===== src/rtl/lcsr_map.vh =====
/*
 * lcsr_map.vh - register offsets, field positions, reset values and mode codes
 * for the logic clock divider and frame reference controller.
 * Assumes: included by bare name from rtl files; definitions only.
 */
`ifndef LCSR_MAP_VH
`define LCSR_MAP_VH

// ============================================================
// register byte offsets (aligned words)
// ============================================================
`define LCSR_OFF_LCLK 8'h00
`define LCSR_OFF_SREF 8'h04
`define LCSR_OFF_SDIV 8'h08
`define LCSR_OFF_CTRL 8'h0C
`define LCSR_OFF_STAT 8'h10

// ============================================================
// logic clock register fields
// ============================================================
`define LCSR_PRE_LSB 0
`define LCSR_POST_LSB 4
`define LCSR_DIV2_LSB 16
`define LCSR_LCLK_RST 32'h0000_0010

// ============================================================
// frame reference config register fields
// ============================================================
`define LCSR_FSEL_LSB 0
`define LCSR_RSRC_LSB 4
`define LCSR_DLY_BIT 8
`define LCSR_PCNT_LSB 12
`define LCSR_SREF_RST 32'h0000_0000

// ============================================================
// frame reference divider register fields
// ============================================================
`define LCSR_SPRE_LSB 0
`define LCSR_SDIV_LSB 4
`define LCSR_SDIV_RST 32'h0000_0040

// ============================================================
// function select and request source codes
// ============================================================
`define LCSR_FS_GEN 2'h0
`define LCSR_FS_PULSE 2'h1
`define LCSR_FS_REP 2'h2
`define LCSR_FS_RETIME 2'h3
`define LCSR_SRC_PINS 2'h1

// ============================================================
// axi response codes
// ============================================================
`define LCSR_RESP_OKAY 2'h0
`define LCSR_RESP_SLVERR 2'h2

`endif


===== src/rtl/lcsr_top.v =====
/*
 * lcsr_top.v - logic clock divider chain (pre, post, second) and shared frame
 * reference (sref) generator with four functions, under an AXI4-Lite slave.
 * Assumes: sys_clk stands in for the high-frequency input clock; request pins
 * are synchronous to sys_clk; rst_n is asynchronous active low.
 */
// The AXI4-Lite register port and the register addresses were chosen for this implementation.
//
// Behaviour
// predivider limited to 1, 2 or 4
// postdivider accepts ratios 1 to 1023
// second divider 1,2,4,8 after postdivider
// odd ratios give non-50 percent duty
// sync realigns every logic clock divider
// one generator feeds both output channels
// function 0 gives continuous periodic pulses
// request source gates generator; dividers keep running
// host selects pins or forces request high
// function 1 emits 1-16 pulses then stops
// burst starts on pin rise or force
// function 2 passes or reclocks request pins
// function 3 samples, delays, then outputs request
// sref predivider keeps main divider input legal
// delay select picks delay path
// burst restarts per trigger; retrigger ignored midburst
`timescale 1ns/1ps
`default_nettype none
`include "lcsr_map.vh"

module lcsr_top #(
    parameter POST_W = 10, // postdivider ratio width
    parameter SDIV_W = 12 // sref main divider width
) (
    input wire sys_clk,
    input wire rst_n,
    input wire [7:0] s_axi_awaddr,
    input wire s_axi_awvalid,
    output reg s_axi_awready,
    input wire [31:0] s_axi_wdata,
    input wire [3:0] s_axi_wstrb,
    input wire s_axi_wvalid,
    output reg s_axi_wready,
    output reg [1:0] s_axi_bresp,
    output reg s_axi_bvalid,
    input wire s_axi_bready,
    input wire [7:0] s_axi_araddr,
    input wire s_axi_arvalid,
    output reg s_axi_arready,
    output reg [31:0] s_axi_rdata,
    output reg [1:0] s_axi_rresp,
    output reg s_axi_rvalid,
    input wire s_axi_rready,
    input wire sref_request_pins,
    input wire sync_in,
    output reg logic_clk_output_a,
    output reg logic_clk_output_b,
    output reg sref_output_pins,
    output reg logic_sref_output
);

// ============================================================
// registers
// ============================================================
reg [31:0] lclk_cfg_r; // pre, post, second divider ratios
reg [31:0] sref_cfg_r; // function, source, delay select, count
reg [31:0] sdiv_cfg_r; // sref pre and main divider
reg sync_sw_r; // software sync pulse
reg force_sw_r; // software force trigger pulse (request bit rise)

wire [1:0] logic_clk_predivider = lclk_cfg_r[`LCSR_PRE_LSB +: 2];
wire [POST_W-1:0] logic_clk_postdivider = lclk_cfg_r[`LCSR_POST_LSB +: POST_W];
wire [1:0] second_logic_clk_divider = lclk_cfg_r[`LCSR_DIV2_LSB +: 2];
wire [1:0] sref_function_select = sref_cfg_r[`LCSR_FSEL_LSB +: 2];
wire [1:0] sref_request_source = sref_cfg_r[`LCSR_RSRC_LSB +: 2];
wire sref_delay_path_select = sref_cfg_r[`LCSR_DLY_BIT];
wire [3:0] burst_pulse_count = sref_cfg_r[`LCSR_PCNT_LSB +: 4];
wire [1:0] sref_predivider = sdiv_cfg_r[`LCSR_SPRE_LSB +: 2];
wire [SDIV_W-1:0] sref_main_divider = sdiv_cfg_r[`LCSR_SDIV_LSB +: SDIV_W];

// ============================================================
// axi4-lite write path
// ============================================================
reg aw_hold_r; // address taken, awaiting data
reg w_hold_r; // data taken, awaiting address
reg [7:0] aw_addr_r;
reg [31:0] w_data_r;
reg [3:0] w_strb_r;
wire aw_fire = s_axi_awvalid & s_axi_awready;
wire w_fire = s_axi_wvalid & s_axi_wready;
wire have_aw = aw_hold_r | aw_fire;
wire have_w = w_hold_r | w_fire;
wire [7:0] wr_addr = aw_fire ? s_axi_awaddr : aw_addr_r;
wire [31:0] wr_data = w_fire ? s_axi_wdata : w_data_r;
wire [3:0] wr_strb = w_fire ? s_axi_wstrb : w_strb_r;
wire wr_go = have_aw & have_w & ~s_axi_bvalid;
wire [1:0] new_src = wr_data[`LCSR_RSRC_LSB +: 2];

// byte-lane merge of write data into an old word
function [31:0] lcsr_merge;
    input [31:0] old_v;
    input [31:0] new_v;
    input [3:0] strb;
    integer i;
    begin
        lcsr_merge = old_v;
        for (i = 0; i < 4; i = i + 1) begin
            if (strb[i]) begin
                lcsr_merge[i*8 +: 8] = new_v[i*8 +: 8];
            end
        end
    end
endfunction

// write handshake, storage and side effects
always @(posedge sys_clk or negedge rst_n) begin
    if (!rst_n) begin
        s_axi_awready <= 1'b0;
        s_axi_wready <= 1'b0;
        s_axi_bvalid <= 1'b0;
        s_axi_bresp <= `LCSR_RESP_OKAY;
        aw_hold_r <= 1'b0;
        w_hold_r <= 1'b0;
        aw_addr_r <= 8'h00;
        w_data_r <= 32'h0000_0000;
        w_strb_r <= 4'h0;
        lclk_cfg_r <= `LCSR_LCLK_RST;
        sref_cfg_r <= `LCSR_SREF_RST;
        sdiv_cfg_r <= `LCSR_SDIV_RST;
        sync_sw_r <= 1'b0;
        force_sw_r <= 1'b0;
    end else begin
        sync_sw_r <= 1'b0;
        force_sw_r <= 1'b0;
        // ready only while nothing is parked and no response stands
        s_axi_awready <= ~have_aw & ~s_axi_awready & ~s_axi_bvalid;
        s_axi_wready <= ~have_w & ~s_axi_wready & ~s_axi_bvalid;
        if (aw_fire) begin
            aw_hold_r <= 1'b1;
            aw_addr_r <= s_axi_awaddr;
        end
        if (w_fire) begin
            w_hold_r <= 1'b1;
            w_data_r <= s_axi_wdata;
            w_strb_r <= s_axi_wstrb;
        end
        if (s_axi_bvalid && s_axi_bready) begin
            s_axi_bvalid <= 1'b0;
        end
        if (wr_go) begin
            aw_hold_r <= 1'b0;
            w_hold_r <= 1'b0;
            s_axi_awready <= 1'b0;
            s_axi_wready <= 1'b0;
            s_axi_bvalid <= 1'b1;
            s_axi_bresp <= `LCSR_RESP_OKAY;
            if (wr_addr[7:2] == `LCSR_OFF_LCLK >> 2) begin
                lclk_cfg_r <= lcsr_merge(lclk_cfg_r, wr_data, wr_strb);
            end else if (wr_addr[7:2] == `LCSR_OFF_SREF >> 2) begin
                sref_cfg_r <= lcsr_merge(sref_cfg_r, wr_data, wr_strb);
                // force: upper source bit going 0 to 1
                if (wr_strb[0] && new_src[1] && !sref_request_source[1]) begin
                    force_sw_r <= 1'b1;
                end
            end else if (wr_addr[7:2] == `LCSR_OFF_SDIV >> 2) begin
                sdiv_cfg_r <= lcsr_merge(sdiv_cfg_r, wr_data, wr_strb);
            end else if (wr_addr[7:2] == `LCSR_OFF_CTRL >> 2) begin
                sync_sw_r <= wr_strb[0] & wr_data[0];
            end else if (wr_addr[7:2] != `LCSR_OFF_STAT >> 2) begin
                s_axi_bresp <= `LCSR_RESP_SLVERR; // unmapped
            end
        end
    end
end

// ============================================================
// axi4-lite read path
// ============================================================
reg [3:0] burst_left_r; // pulses still to send after the current one
reg burst_busy_r;
always @(posedge sys_clk or negedge rst_n) begin
    if (!rst_n) begin
        s_axi_arready <= 1'b0;
        s_axi_rvalid <= 1'b0;
        s_axi_rdata <= 32'h0000_0000;
        s_axi_rresp <= `LCSR_RESP_OKAY;
    end else begin
        s_axi_arready <= ~s_axi_rvalid & ~s_axi_arready;
        if (s_axi_rvalid && s_axi_rready) begin
            s_axi_rvalid <= 1'b0;
        end
        if (s_axi_arvalid && s_axi_arready) begin
            s_axi_arready <= 1'b0;
            s_axi_rvalid <= 1'b1;
            s_axi_rresp <= `LCSR_RESP_OKAY;
            if (s_axi_araddr[7:2] == `LCSR_OFF_LCLK >> 2) begin
                s_axi_rdata <= lclk_cfg_r;
            end else if (s_axi_araddr[7:2] == `LCSR_OFF_SREF >> 2) begin
                s_axi_rdata <= sref_cfg_r;
            end else if (s_axi_araddr[7:2] == `LCSR_OFF_SDIV >> 2) begin
                s_axi_rdata <= sdiv_cfg_r;
            end else if (s_axi_araddr[7:2] == `LCSR_OFF_CTRL >> 2) begin
                s_axi_rdata <= 32'h0000_0000; // sync is self-clearing
            end else if (s_axi_araddr[7:2] == `LCSR_OFF_STAT >> 2) begin
                // live state: busy, remaining pulses, outputs
                s_axi_rdata <= {24'h00_0000, burst_left_r, burst_busy_r,
                    sref_output_pins, logic_clk_output_b, logic_clk_output_a};
            end else begin
                s_axi_rdata <= 32'h0000_0000;
                s_axi_rresp <= `LCSR_RESP_SLVERR;
            end
        end
    end
end

// ============================================================
// logic clock divider chain
// ============================================================
reg sync_d_r; // previous sync_in for edge
wire sync_now = sync_sw_r | (sync_in & ~sync_d_r);
reg [1:0] pre_cnt_r;
reg [POST_W-1:0] post_cnt_r;
reg [2:0] div2_cnt_r;
// predivider tick: code 0 -> /1, 1 -> /2, else /4
wire [1:0] pre_max = (logic_clk_predivider == 2'h0) ? 2'h0 :
    (logic_clk_predivider == 2'h1) ? 2'h1 : 2'h3;
wire pre_tick = (pre_cnt_r == pre_max);
// ratio 0 and 1 both taken as bypass
wire post_byp = (logic_clk_postdivider <= {{(POST_W-1){1'b0}}, 1'b1});
wire [POST_W-1:0] post_last = logic_clk_postdivider - {{(POST_W-1){1'b0}}, 1'b1};
wire post_tick = pre_tick & (post_byp | (post_cnt_r == post_last));
// high for floor(n/2) counts: odd ratios run short of half duty
wire post_high = (post_cnt_r < (logic_clk_postdivider >> 1));
wire [2:0] div2_mask = (3'h1 << second_logic_clk_divider) - 3'h1;

// pre, post and second divider counters; sync clears them all together
always @(posedge sys_clk or negedge rst_n) begin
    if (!rst_n) begin
        sync_d_r <= 1'b0;
        pre_cnt_r <= 2'h0;
        post_cnt_r <= {POST_W{1'b0}};
        div2_cnt_r <= 3'h0;
        logic_clk_output_a <= 1'b0;
        logic_clk_output_b <= 1'b0;
    end else begin
        sync_d_r <= sync_in;
        if (sync_now) begin
            pre_cnt_r <= 2'h0;
            post_cnt_r <= {POST_W{1'b0}};
            div2_cnt_r <= 3'h0;
            logic_clk_output_a <= 1'b0;
            logic_clk_output_b <= 1'b0;
        end else begin
            pre_cnt_r <= pre_tick ? 2'h0 : pre_cnt_r + 2'h1;
            if (pre_tick) begin
                if (post_byp) begin
                    // bypass: toggle per predivided tick gives 50 percent
                    logic_clk_output_a <= ~logic_clk_output_a;
                end else begin
                    post_cnt_r <= (post_cnt_r == post_last) ? {POST_W{1'b0}} :
                        post_cnt_r + {{(POST_W-1){1'b0}}, 1'b1};
                    logic_clk_output_a <= post_high;
                end
            end
            if (post_tick) begin
                div2_cnt_r <= (div2_cnt_r + 3'h1) & div2_mask;
            end
            // second output: bypass copies a, else msb of counter
            if (second_logic_clk_divider == 2'h0) begin
                logic_clk_output_b <= !pre_tick ? logic_clk_output_a :
                    post_byp ? ~logic_clk_output_a : post_high;
            end else begin
                logic_clk_output_b <= div2_cnt_r[second_logic_clk_divider - 2'h1];
            end
        end
    end
end

// ============================================================
// shared sref generator
// ============================================================
reg [1:0] spre_cnt_r;
reg [SDIV_W-1:0] sdiv_cnt_r;
reg gen_r; // free-running generator level
reg req_d_r; // previous request pin for edge
reg req_samp_r; // retimed request sample
reg dly_r; // delay path stage
wire [1:0] spre_max = (sref_predivider == 2'h0) ? 2'h0 :
    (sref_predivider == 2'h1) ? 2'h1 : 2'h3;
wire spre_tick = (spre_cnt_r == spre_max);
wire [SDIV_W-1:0] sdiv_last = (sref_main_divider < 2) ? {{(SDIV_W-1){1'b0}}, 1'b1} :
    sref_main_divider - {{(SDIV_W-1){1'b0}}, 1'b1};
wire sdiv_wrap = spre_tick & (sdiv_cnt_r == sdiv_last);
wire pin_rise = sref_request_pins & ~req_d_r;
wire trig = ((sref_request_source == `LCSR_SRC_PINS) & pin_rise) | force_sw_r;
// gate: pins level or forced-high upper bit
wire gate_on = (sref_request_source == `LCSR_SRC_PINS) ? sref_request_pins :
    sref_request_source[1];
reg sref_nxt;

// generator counters never stop, so gating keeps phase
always @(posedge sys_clk or negedge rst_n) begin
    if (!rst_n) begin
        spre_cnt_r <= 2'h0;
        sdiv_cnt_r <= {SDIV_W{1'b0}};
        gen_r <= 1'b0;
        req_d_r <= 1'b0;
        req_samp_r <= 1'b0;
        dly_r <= 1'b0;
        burst_left_r <= 4'h0;
        burst_busy_r <= 1'b0;
    end else begin
        req_d_r <= sref_request_pins;
        req_samp_r <= sref_request_pins;
        spre_cnt_r <= (spre_tick | sync_now) ? 2'h0 : spre_cnt_r + 2'h1;
        if (sync_now) begin
            sdiv_cnt_r <= {SDIV_W{1'b0}};
            gen_r <= 1'b0;
        end else if (spre_tick) begin
            sdiv_cnt_r <= (sdiv_cnt_r == sdiv_last) ? {SDIV_W{1'b0}} :
                sdiv_cnt_r + {{(SDIV_W-1){1'b0}}, 1'b1};
            if (sdiv_cnt_r == sdiv_last) begin
                gen_r <= ~gen_r;
            end
        end
        // pulser: count 0 means 16 pulses
        if (sref_function_select != `LCSR_FS_PULSE) begin
            burst_busy_r <= 1'b0;
            burst_left_r <= 4'h0;
        end else if (!burst_busy_r) begin
            if (trig) begin
                burst_busy_r <= 1'b1;
                burst_left_r <= burst_pulse_count - 4'h1;
            end
        end else if (gen_r && sdiv_wrap) begin
            // end of a pulse; retriggers ignored until done
            if (burst_left_r == 4'h0) begin
                burst_busy_r <= 1'b0;
            end else begin
                burst_left_r <= burst_left_r - 4'h1;
            end
        end
        dly_r <= sref_nxt;
    end
end

// output select per function
always @* begin
    case (sref_function_select)
        `LCSR_FS_GEN: sref_nxt = gen_r & gate_on;
        `LCSR_FS_PULSE: sref_nxt = gen_r & burst_busy_r;
        `LCSR_FS_REP: sref_nxt = sref_request_pins;
        default: sref_nxt = req_samp_r;
    endcase
end

// both channels fed from one source, reclocked at their outputs
always @(posedge sys_clk or negedge rst_n) begin
    if (!rst_n) begin
        sref_output_pins <= 1'b0;
        logic_sref_output <= 1'b0;
    end else begin
        sref_output_pins <= sref_delay_path_select ? dly_r : sref_nxt;
        logic_sref_output <= sref_delay_path_select ? dly_r : sref_nxt;
    end
end

endmodule
`default_nettype wire


===== config.mk =====
export PLATFORM = sky130hd
export DESIGN_NAME = lcsr_top
export DESIGN_NICKNAME = d
export VERILOG_FILES = /design/src/rtl/lcsr_top.v
export VERILOG_INCLUDE_DIRS = /design/src /design/src/rtl
export SDC_FILE = /design/constraint.sdc
export NUM_CORES = 1
export LEC_CHECK = 0
export ABC_CLOCK_PERIOD_IN_PS = 3300
export BUFFER_PORTS_ARGS = -buffer_cell sky130_fd_sc_hd__buf_2
export CAP_MARGIN = 25
export CORE_ASPECT_RATIO = 0.5
export CORE_MARGIN = 2
export CORE_UTILIZATION = 43
export CTS_BUF_LIST = sky130_fd_sc_hd__clkbuf_4 sky130_fd_sc_hd__clkbuf_8 sky130_fd_sc_hd__clkbuf_16
export CTS_CLUSTER_SIZE = 16
export DETAILED_ROUTE_END_ITERATION = 8
export SYNTH_ARGS = -nofsm -noshare
export SYNTH_HDL_FRONTEND = slang
export SYNTH_SLANG_ARGS = --single-unit

===== constraint.sdc =====
create_clock -name sys_clk -period 3.3 [get_ports sys_clk]
set_input_delay 0.165 -clock sys_clk [delete_from_list [all_inputs] [get_ports sys_clk]]
set_output_delay 0.165 -clock sys_clk [all_outputs]
set_load 0.1 [all_outputs]

==> qor.yml, run 1 <==
setup_path:
  endpoint_kind: "register"
  cp.required_ns: 3.67
  crit_slowest_cell: "or4_4"
  rrSetupSlack_ns: 0.12
  path_cells: "or4_4, or4_1, a221oi_2, o221ai_1, or4_4, or2_4, nor4_1, nor3_1"
  cpMostUsedCell: "or4_4"
  r2r_cells: 8
  rr_endpoint: "burst_busy_r"
  cp-start-kind: "register"
  startpoint: "sdiv_cfg_r[8]"
  arrival_ns: 3.54
  cp_slowest_stage_delay_ns: 0.57
  worst-setup-path-type: "register to register"
  r2r-start: "sdiv_cfg_r[8]"
  critPathMaxFanout: 8
cts:
  clk-insertion-delay-late_ns: 0.53
  clk_pin_slew_ns: 0.06
  clock_sinks: 222
  cts_made_buffers: 22
  clockBufferDepth: 3
  cts_tree: "yes"
  cts-root-buf: "clkbuf_16"
  h-tree-depth: 1
floorplanning:
  core_area_sq_um: 24100
  die-area_sq_um: 26000
  fp.dieH_um: 115
  start_util_pct: 43.9
  die_w_um: 226
  io_pins: 106
  row_count: 40
drt:
  num_vias: 8393
  wl_met3_mm: 1.24
  initialDrtViolationCount: 635
  ant_nets: 0
  wl_met2_mm: 12.8
  highest_layer: "met4"
  avgRoutedWirePerCell_um: 17.9
  drc: 0
  wirelength_mm: 27.7
  wl_met1_mm: 13.1
  drt_pass1_iterations: 6
  viasPerCell: 5.42
placement:
  dp_hpwl_mm: 19.0
  globalplace.congestion: 0.852
  dp_cells: 1459
  numPortBuffers: 99
logic_synthesis:
  ys_seq_area_share_pct: 52.4
  syn_area_per_cell_sq_um: 10.1
  synth_compound_area_share_pct: 16.7
  synthSimpleGateAreaFrac_pct: 14.5
  synth.lib_cells_used.distinct: 67
  synth_edf_count: 0
  synthMuxAreaShare_pct: 7.51
  yosys.area_share.adder_pct: 2.12
  yosysWarnings: 0
  syn_inst: 1050
  syn_area_sq_um: 10600
  synth-xor-area-share_pct: 2.15
  synth_flop_cell: "dfrtp_1"
  ys_ff_latch: 222
  async_reset_ff_share_pct: 100
  synth_top_family_by_area: "compound AO/OA/AOI/OAI gates"
pwr:
  total_power_uw: 10900
  leakage_uw: 0.00590
  power_density_nw_per_um2: 849
  vdd_drop_max_mv: 0.364
outcome:
  outcome: "finished clean"
hold_path:
  hp-start: "s_axi_wdata[8]"
  hold_class: "input pin to register"
  min_path_cells: 3
  min_to: "sref_cfg_r[8]"
timing:
  worstMarginPinSlew_ns: 1.01
  min_period_over_period_pct: 96.2
  max_slew_margin_pct: 32.8
  fmax_mhz: 315
  maxSlewViolCount: 0
  layout_min_cycle_time_ns: 3.18
  skew_ns: 0.0176
  hold_violations: 0
  setup_viol: 0
global_routing:
  grt_first_pass_wirelength_mm: 45.0
  grt_usage_pct: 21.9
  grt_pass1_vias: 8408
  gr-total-overflow: 0
  grt_start_max_net_pins: 103
  antenna_found_initial: 0
finish:
  layout-drive-gt1-share_pct: 19.0
  n_fill_cell: 2224
  synthToLayoutAreaGrowth_pct: 20.8
  multi_input_area_sq_um: 4630
  antenna_cells: 0
  fin_cells: 1549
  nets: 1279
  final_util_pct: 53.1
  register_area_sq_um: 5560
flow_run:
  maxCapViolations: 0
==> Yosys cell counts (all sizes together), types with 2 or more instances <==
cell type / n / area [sq um]
a31oi: 13 / 81.3
or2: 8 / 52.6
nor3b: 4 / 30.0
a22o: 8 / 70.1
nor2: 58 / 220
o31ai: 7 / 52.6
nor4b: 3 / 26.3
o2111ai: 2 / 17.5
nor3: 26 / 135
a211o: 3 / 26.3
dfrtp: 220 / 5510
buf: 11 / 82.6
or4: 7 / 63.8
o211ai: 3 / 22.5
a2111oi: 3 / 26.3
nand4: 4 / 25.0
dfstp: 2 / 52.6
a311o: 2 / 20.0
a21o: 4 / 30.0
mux2: 36 / 405
inv: 62 / 233
mux2i: 39 / 390
clkbuf: 43 / 161
nor2b: 12 / 75.1
nand3: 16 / 80.1
and3: 9 / 56.3
or3: 7 / 43.8
a22oi: 18 / 135
xor2: 6 / 52.6
a211oi: 7 / 57.6
nand2b: 15 / 93.8
a21oi: 33 / 165
xnor2: 20 / 175
a222oi: 24 / 240
nand2: 127 / 477
ha: 18 / 225
o41ai: 6 / 60.1
o21ai: 129 / 661
nand3b: 2 / 15.0
and4: 4 / 35.0
and2: 7 / 43.8
nor4: 10 / 68.8
==> layout make-up <==
cell class	count	area share, %
inverter	62	1.82
clock inverter	8	0.811
clock buffer	29	4.76
multi-input combinational	713	36.1
sequential	222	43.4
timing repair buffer	179	9.79
tap	336	3.28
==> repair_timing <==
action | CTS | global route
setup buffers | 0 | 4
hold buffers | 49 | 0
gates resized for setup | 0 | 7
hold endpoints to repair | 156 | 0
endpoints found under the setup margin | 0 | 13
==> worst max-delay path: cells and delay by family (launching register included) <==
kind	cells	cell delay (ns)
flip-flops	1	0.38
AND/OR/NAND/NOR	6	2.21
AO/OA/AOI/OAI	2	0.43
==> power by group <==
part | switching (uW) | internal (uW)
logic | 2640 | 1350
clock network | 1060 | 1460
registers | 723 | 3630
total | 4430 | 6440
==> placed cells by master (no fill, tap or decap), drive strengths merged, types with 4 or more instances in the layout <==
cell,netlist,layout
dfrtp,220,220
buf,11,130
o21ai,129,129
nand2,127,127
inv,62,62
nor2,58,58
dlygate4sd3,0,49
mux2i,39,39
mux2,36,36
a21oi,33,33
clkbuf,43,29
nor3,26,26
a222oi,24,24
xnor2,20,20
a22oi,18,18
ha,18,18
nand3,16,16
nand2b,15,15
a31oi,13,13
nor2b,12,12
nor4,10,10
and3,9,9
a22o,8,8
or2,8,8
or3,7,7
o31ai,7,7
and2,7,7
a211oi,7,7
or4,7,7
xor2,6,6
o41ai,6,6
clkinv,0,5
nor3b,4,4
and4,4,4
a21o,4,4
nand4,4,4
==> layer usage <==
| metal | vias to the layer above | global-route usage (%) |
|---|---|---|
| met1 | 4127 | 30.8 |
| li1 | 4057 | - |
| met2 | 173 | 36.2 |
| met3 | 36 | 3.71 |
| met4 | 0 | 4.47 |
| met5 | - | 0 |
==> worst max path at each step <==
stage / end / slack (ns) / cells past startpoint
3_3_place_gp: burst_left_r[2] / 0.11 / 7
4_1_cts: burst_left_r[2] / 0.04 / 7
3_5_place_dp: burst_left_r[2] / 0.05 / 7
5_1_grt: burst_left_r[3] / -0.01 / 9
2_1_floorplan: sdiv_cnt_r[3] / 0.20 / 10
6_report: burst_busy_r / 0.12 / 8
==> flip-flops by register name, summed over array words and instances (netlist names), 2 cells and up <==
name,cells
spre_cnt_r,2
sdiv_cnt_r,12
sref_cfg_r,32
w_strb_r,4
pre_cnt_r,2
sdiv_cfg_r,32
div2_cnt_r,3
post_cnt_r,10
aw_addr_r,6
s_axi_rdata,32
burst_left_r,4
w_data_r,32
lclk_cfg_r,32
==> logic make-up (layout without fill, tap and decap cells) <==
family,count (synthesis),after routing
AO/OA/AOI/OAI,273,273
XOR/XNOR,26,26
other,1,2
multiplexers,75,75
AND/OR/NAND/NOR,319,319
flip-flops,222,222
adder cells (fa/ha/maj),18,18
buffers and inverters,116,278
==> stage by stage <==
step	worst slack (ns)	hold slack, ns	cell area (sq um)	TNS, ns
finish	0.124	0.0154	12800	0
global route	-0.00962	0.0299	12800	-0.0141
CTS	0.0384	0.00256	12700	0
detailed placement	0.0491	0.274	11500	0
global placement	0.106	0.267	11500	0
floorplan	0.200	-0.131	10600	0
No activity file was read; power rests on OpenSTA's default activity.
==> run 2: changes to the inputs <==
ABC_CLOCK_PERIOD_IN_PS = 3000   (was 3300)
clock period = 3 ns   (was 3.3 ns; I/O delays follow)
==> run 2 against run 1 <==
Clock-buffer cell count grew 2. Power up 14%. Fmax is 2.7% higher. Die area unchanged. The run now ends with negative setup slack left. Critical endpoint is now sdiv_cnt_r[3]. Critical path type unchanged. Largest cell class unchanged. Final cell count increased by 1.6%. Cell area grew 2.4%. Core utilization up 1.3 points. Sequential share of layout area fell by 1.0 points. Global-route usage up 0.79 points.
==> qor.yml, run 2 (same netlist as run 1, synthesis figures left out) <==
outcome:
  outcome: "finished with violations"
  violations: "negative setup slack"
setup_path:
  path_cells: "or4_4, or4_4, a221oi_2, o221ai_2, or4_4, or2_4, a31o_1, a22o_1"
  cp-start-kind: "register"
  worst-path-buf-inv: 0  # unchanged
  endpoint_kind: "register"
  crit_slowest_cell: "or4_4"
  cp_slowest_stage_delay_ns: 0.57  # about the same
  cpMostUsedCell: "or4_4"
  cp.required_ns: 3.41  # -0.26 ns
  rrSetupSlack_ns: -0.09  # -0.22 ns
  r2r_cells: 8  # unchanged
  cp.depth: 8  # unchanged
  critPathMaxFanout: 5  # -3
  worst-setup-path-type: "register to register"
  arrival_ns: 3.50  # -0.04 ns
  path_delay_family: "simple AND/OR/NAND/NOR gates"
pwr:
  power_density_nw_per_um2: 943  # +11%
  switching_share_pct: 40.3  # -0.47 points
  leakage_uw: 0.00607  # +2.9%
  combPwrFrac_pct: 37.2  # +0.4 points
  seqPwrFrac_pct: 38.5  # -1.5 points
  vdd_drop_max_mv: 0.467  # +28%
  switchingPower_uw: 4980  # +12%
  clkPwrFrac_pct: 24.3  # +1.1 points
  p_int_uw: 7380  # +15%
timing:
  setup_slack_ns: -0.0937  # -0.218 ns
  fmax_mhz: 323  # +2.7%
  max_slew_margin_pct: 55.0  # +22 points
  min_period_over_period_pct: 103  # +6.9 points
  whs_ns: 0.216  # +0.201 ns
  layout_min_cycle_time_ns: 3.09  # -0.0823 ns
  setup_viol: 13  # +13
  worstMarginPinSlew_ns: 0.675  # -0.330 ns
  rsz0062_at_grt: "true"
  maxSlewViolCount: 0  # unchanged
  skew_ns: 0.0137  # -0.00392 ns
  hold_violations: 0  # unchanged
floorplanning:
  fp.dieH_um: 115  # unchanged
  die-area_sq_um: 26000  # unchanged
  start_util_pct: 43.9  # unchanged
  row_count: 40  # unchanged
  die_w_um: 226  # unchanged
  io_pins: 106  # unchanged
  core_area_sq_um: 24100  # unchanged
cts:
  clk_pin_slew_ns: 0.07  # about the same
  clk-insertion-delay-late_ns: 0.52  # about the same
  cts_tree: "yes"
  clock_sinks: 222  # unchanged
  clockBufferDepth: 3  # unchanged
  h-tree-depth: 1  # unchanged
  cts_made_buffers: 21  # -4.5%
  cts-root-buf: "clkbuf_16"
placement:
  numPortBuffers: 99  # unchanged
  globalplace.congestion: 0.877  # +3.0%
  dp_hpwl_mm: 20.0  # +5.2%
  dp_cells: 1484  # +1.7%
drt:
  num_vias: 8548  # +1.8%
  ant_nets: 0  # unchanged
  viasPerCell: 5.43  # +0.23%
  wirelength_mm: 28.8  # +3.9%
  drc: 0  # unchanged
  avgRoutedWirePerCell_um: 18.3  # +2.3%
  drt_pass1_iterations: 7  # +1
  initialDrtViolationCount: 674  # +6.1%
finish:
  layout-drive-gt1-share_pct: 20.9  # +1.9 points
  fin_cells: 1574  # +1.6%
  layout_commonest_cell: "dfrtp_1"
  n_fill_cell: 2190  # -1.5%
  layout_common_cells: "220 x dfrtp_1, 127 x nand2_1, 119 x o21ai_0"
  antenna_cells: 0  # unchanged
  register_area_sq_um: 5560  # unchanged
  multi_input_area_sq_um: 4670  # +0.92%
  nets: 1302  # +1.8%
  synthToLayoutAreaGrowth_pct: 23.7
flow_run:
  maxCapViolations: 0  # unchanged
hold_path:
  hold_class: "input pin to asynchronous set/reset pin"
global_routing:
  grt_first_pass_wirelength_mm: 46.3  # +2.8%
  antenna_found_initial: 0  # unchanged
  grt_usage_pct: 22.7  # +0.79 points
  grt_pass1_vias: 8675  # +3.2%
  grt_start_max_net_pins: 89  # -14%
  gr-total-overflow: 0  # unchanged
[run 2: routing by layer]
layer | GRT usage [%] | up-vias | wire length [um]
met2 | 37.8 | 173 | 13500
met1 | 32.0 | 4243 | 13700
met5 | 0 | - | 0
met4 | 4.78 | 0 | 442
li1 | - | 4103 | -
met3 | 3.32 | 29 | 1180
[run 2: power groups by stage]
| stage | sequential, uW | combinational (uW) | clock (uW) |
|---|---|---|---|
| floorplan | 5360 | 2620 | 0 |
| global placement | 4750 | 4350 | 0 |
| detailed placement | 4790 | 4480 | 0 |
| CTS | 4750 | 4570 | 3070 |
| global route | 4890 | 5060 | 3180 |
| finish | 4760 | 4600 | 3000 |
[run 2: final cells by class]
type	count	share of cell area, %
sequential	222	42.4
multi-input combinational	713	35.6
timing repair buffer	203	11.1
clock buffer	31	4.87
tap	336	3.21
inverter	62	1.77
clock inverter	7	1.06
[run 2: what timing repair did]
action	in CTS	in global routing
hold buffers	51	0
buffers inserted	1	0
endpoints found under the hold margin	157	0
pin swaps	1	3
gates resized for setup	5	8
setup endpoints to repair	15	17
[run 2: path summary, 6_finish.rpt]
path,start,endpoint
max,sdiv_cfg_r[9],sdiv_cnt_r[3]
min,rst_n,aw_addr_r[7]
max reg2reg,sdiv_cfg_r[9],sdiv_cnt_r[3]
min reg2reg,aw_hold_r,s_axi_awready
max in group asynchronous,rst_n,w_data_r[19]
min in group sys_clk,s_axi_arvalid,s_axi_rvalid
[run 2: metrics by stage]
stage	setup slack, ns	TNS (ns)	utilization (%)	power, uW	cell area [sq um]
finish	-0.0937	-0.614	54.4	12400	13100
global placement	-0.0903	-0.649	48.7	9100	11700
detailed placement	-0.111	-1.06	48.7	9270	11700
global route	-0.163	-2.10	54.4	13100	13100
CTS	-0.0772	-0.632	54.2	12400	13100
floorplan	-0.0576	-0.0723	-	7980	10600
==> run 3: changes to the inputs <==
ABC_CLOCK_PERIOD_IN_PS = 3100   (was 3000)
clock period = 3.1 ns   (was 3 ns; I/O delays follow)
==> run 3 against run 2 <==
The run now ends clean. Via count shrank 0.54%. Sequential power shrank 3%. Clock-buffer cell count shrank 4. Sequential share of layout area grew 0.22 points. Global-route usage shrank 0.74 points. Final cell count shrank 0.38%. Power shrank 4.4%. Critical path depth is the same. Clock power shrank 7.0%.
==> qor.yml, run 3 (same netlist as run 1, synthesis figures left out) <==
cts:
  clk-insertion-delay-late_ns: 0.52  # about the same
  h-tree-depth: 1  # unchanged
  cts_tree: "yes"
  clock_sinks: 222  # unchanged
  cts-root-buf: "clkbuf_16"
  cts_made_buffers: 21  # unchanged
  clockBufferDepth: 3  # unchanged
  clk_pin_slew_ns: 0.07  # about the same
timing:
  min_period_over_period_pct: 98.8  # -4.3 points
  fmax_mhz: 327  # +1.0%
  max_slew_margin_pct: 43.6  # -11 points
  rsz0062_at_grt: "true"
  hold_violations: 0  # unchanged
  maxSlewViolCount: 0  # unchanged
  skew_ns: 0.0161  # +0.00243 ns
  setup_slack_ns: 0.0373  # +0.131 ns
  whs_ns: 0.151  # -0.0650 ns
  worstMarginPinSlew_ns: 0.843  # +0.167 ns
  setup_viol: 0  # -13
  layout_min_cycle_time_ns: 3.06  # -0.0309 ns
placement:
  globalplace.congestion: 0.829  # -5.6%
  dpl_cell_area_sq_um: 11600  # -1.1%
  preCtsSetupSlack_ns: -0.0346  # +0.0760 ns
  dp_hpwl_mm: 19.1  # -4.3%
  numPortBuffers: 99  # unchanged
finish:
  final_util_pct: 54.1  # -0.28 points
  synthToLayoutAreaGrowth_pct: 23.0
  layout_commonest_cell: "dfrtp_1"
  layout-drive-gt1-share_pct: 20.4  # -0.55 points
  antenna_cells: 0  # unchanged
  stdcell_area_sq_um: 13000  # -0.51%
  n_fill_cell: 2180  # -0.46%
  nets: 1296  # -0.46%
  layout_common_cells: "220 x dfrtp_1, 127 x nand2_1, 118 x o21ai_0"
drt:
  drt_pass1_iterations: 7  # unchanged
  initialDrtViolationCount: 639  # -5.2%
  highest_layer: "met4"
  wl_met2_mm: 12.8  # -5.3%
  avgRoutedWirePerCell_um: 17.8  # -2.8%
  viasPerCell: 5.42  # -0.16%
  drc: 0  # unchanged
  wl_met1_mm: 13.1  # -4.2%
  ant_nets: 0  # unchanged
  wirelength_mm: 27.9  # -3.1%
  wl_met3_mm: 1.34  # +13%
  num_vias: 8502  # -0.54%
setup_path:
  endpoint_kind: "register"
  rr_endpoint: "sdiv_cnt_r[3]"
  crit_end: "sdiv_cnt_r[3]"
  cp.required_ns: 3.49  # +0.08 ns
  critPathMaxFanout: 5  # unchanged
  r2r-start: "sdiv_cfg_r[6]"
  worst-setup-path-type: "register to register"
  r2r_cells: 8  # unchanged
  rrSetupSlack_ns: 0.04  # +0.13 ns
  startpoint: "sdiv_cfg_r[6]"
  arrival_ns: 3.45  # -0.05 ns
  cp-start-kind: "register"
pwr:
  power_density_nw_per_um2: 906  # -3.9%
  combPwrFrac_pct: 37.3  # about the same
  clkPwrFrac_pct: 23.6  # -0.7 points
  leakage_uw: 0.00601  # -0.91%
  switchingPower_uw: 4810  # -3.3%
  seqPwrFrac_pct: 39.0  # +0.5 points
  switching_share_pct: 40.7  # +0.44 points
  vdd_drop_max_mv: 0.429  # -8.2%
  total_power_uw: 11800  # -4.4%
  p_int_uw: 7010  # -5.1%
floorplanning:
  io_pins: 106  # unchanged
  die_w_um: 226  # unchanged
  die-area_sq_um: 26000  # unchanged
  row_count: 40  # unchanged
  fp.dieH_um: 115  # unchanged
  core_area_sq_um: 24100  # unchanged
  start_util_pct: 43.9  # unchanged
global_routing:
  grt_start_max_net_pins: 105  # +18%
  grt_usage_pct: 22.0  # -0.74 points
  grt_pass1_vias: 8387  # -3.3%
  grt_first_pass_wirelength_mm: 44.9  # -3.0%
  antenna_found_initial: 0  # unchanged
  gr-total-overflow: 0  # unchanged
hold_path:
  hp-start: "s_axi_wvalid"
  hold_class: "input pin to register"
flow_run:
  maxCapViolations: 0  # unchanged
outcome:
  outcome: "finished clean"
[run 3: cell types whose count changed in the layout (fill, tap and decap cells not counted), moves of 2 or more]
cell,change
buf_4,-6
o21ai_1,+3
buf_12,-2
clkbuf_4,-2
clkbuf_8,-2
clkinvlp_4,+2
nor4_2,-2
o21ai_2,-2
[run 3: final cells by class]
class / instances / area, sq um / share of cell area (%)
Clock inverter: 11 / 149 / 1.14
Multi-Input combinational cell: 714 / 4690 / 36.0
Sequential cell: 222 / 5560 / 42.6
Inverter: 62 / 233 / 1.78
Clock buffer: 27 / 596 / 4.57
Tap cell: 336 / 420 / 3.22
Timing Repair Buffer: 196 / 1400 / 10.7
[run 3: repair_timing]
item / CTS / global route
pin swaps: 1 / 13
endpoints found under the hold margin: 166 / 0
cloned: 0 / 1
hold buffers: 51 / 0
endpoints found under the setup margin: 8 / 15
setup buffers: 0 / 4
gates resized for setup: 4 / 17
[run 3: critical path, cell delays in order, from the launching register on]
cell and delay (ns):
dfstp_2 0.37, or4_4 0.55, or4_4 0.45, a221oi_2 0.25, o221ai_1 0.16, or4_4 0.50
or2_4 0.29, a31o_1 0.21, a22o_1 0.17
[run 3: routing by layer]
metal / GRT usage, % / vias up
li1: - / 4095
met1: 30.5 / 4171
met2: 36.0 / 187
met3: 4.01 / 49
met4: 5.79 / 0
met5: 0 / -
[run 3: worst min-delay path by stage]
stage	endpoint	slack [ns]	depth (start not counted)
final	w_strb_r[3]	0.15	3
after global routing	w_strb_r[2]	0.17	3
after CTS	w_strb_r[2]	0.13	3
after global placement	aw_addr_r[6]	0.26	1
after floorplan	aw_addr_r[2]	-0.14	0
after detailed placement	aw_addr_r[6]	0.26	1
[run 3: per-stage QoR]
step	cells	TNS, ns
3_5_place_dp	1473	-0.0860
4_1_cts	1562	-0.00578
6_report	1568	0
3_3_place_gp	1473	0
5_1_grt	1568	-0.146
2_1_floorplan	1051	0
[run 3: power by group through the flow]
| stage | Clock (uW) | Combinational (uW) | Sequential [uW] |
|---|---|---|---|
| after floorplan | 0 | 2490 | 5190 |
| after detailed placement | 0 | 4180 | 4640 |
| after CTS | 2840 | 4270 | 4600 |
| after global placement | 0 | 4090 | 4600 |
| after global routing | 2980 | 4850 | 4750 |
| final | 2790 | 4410 | 4610 |
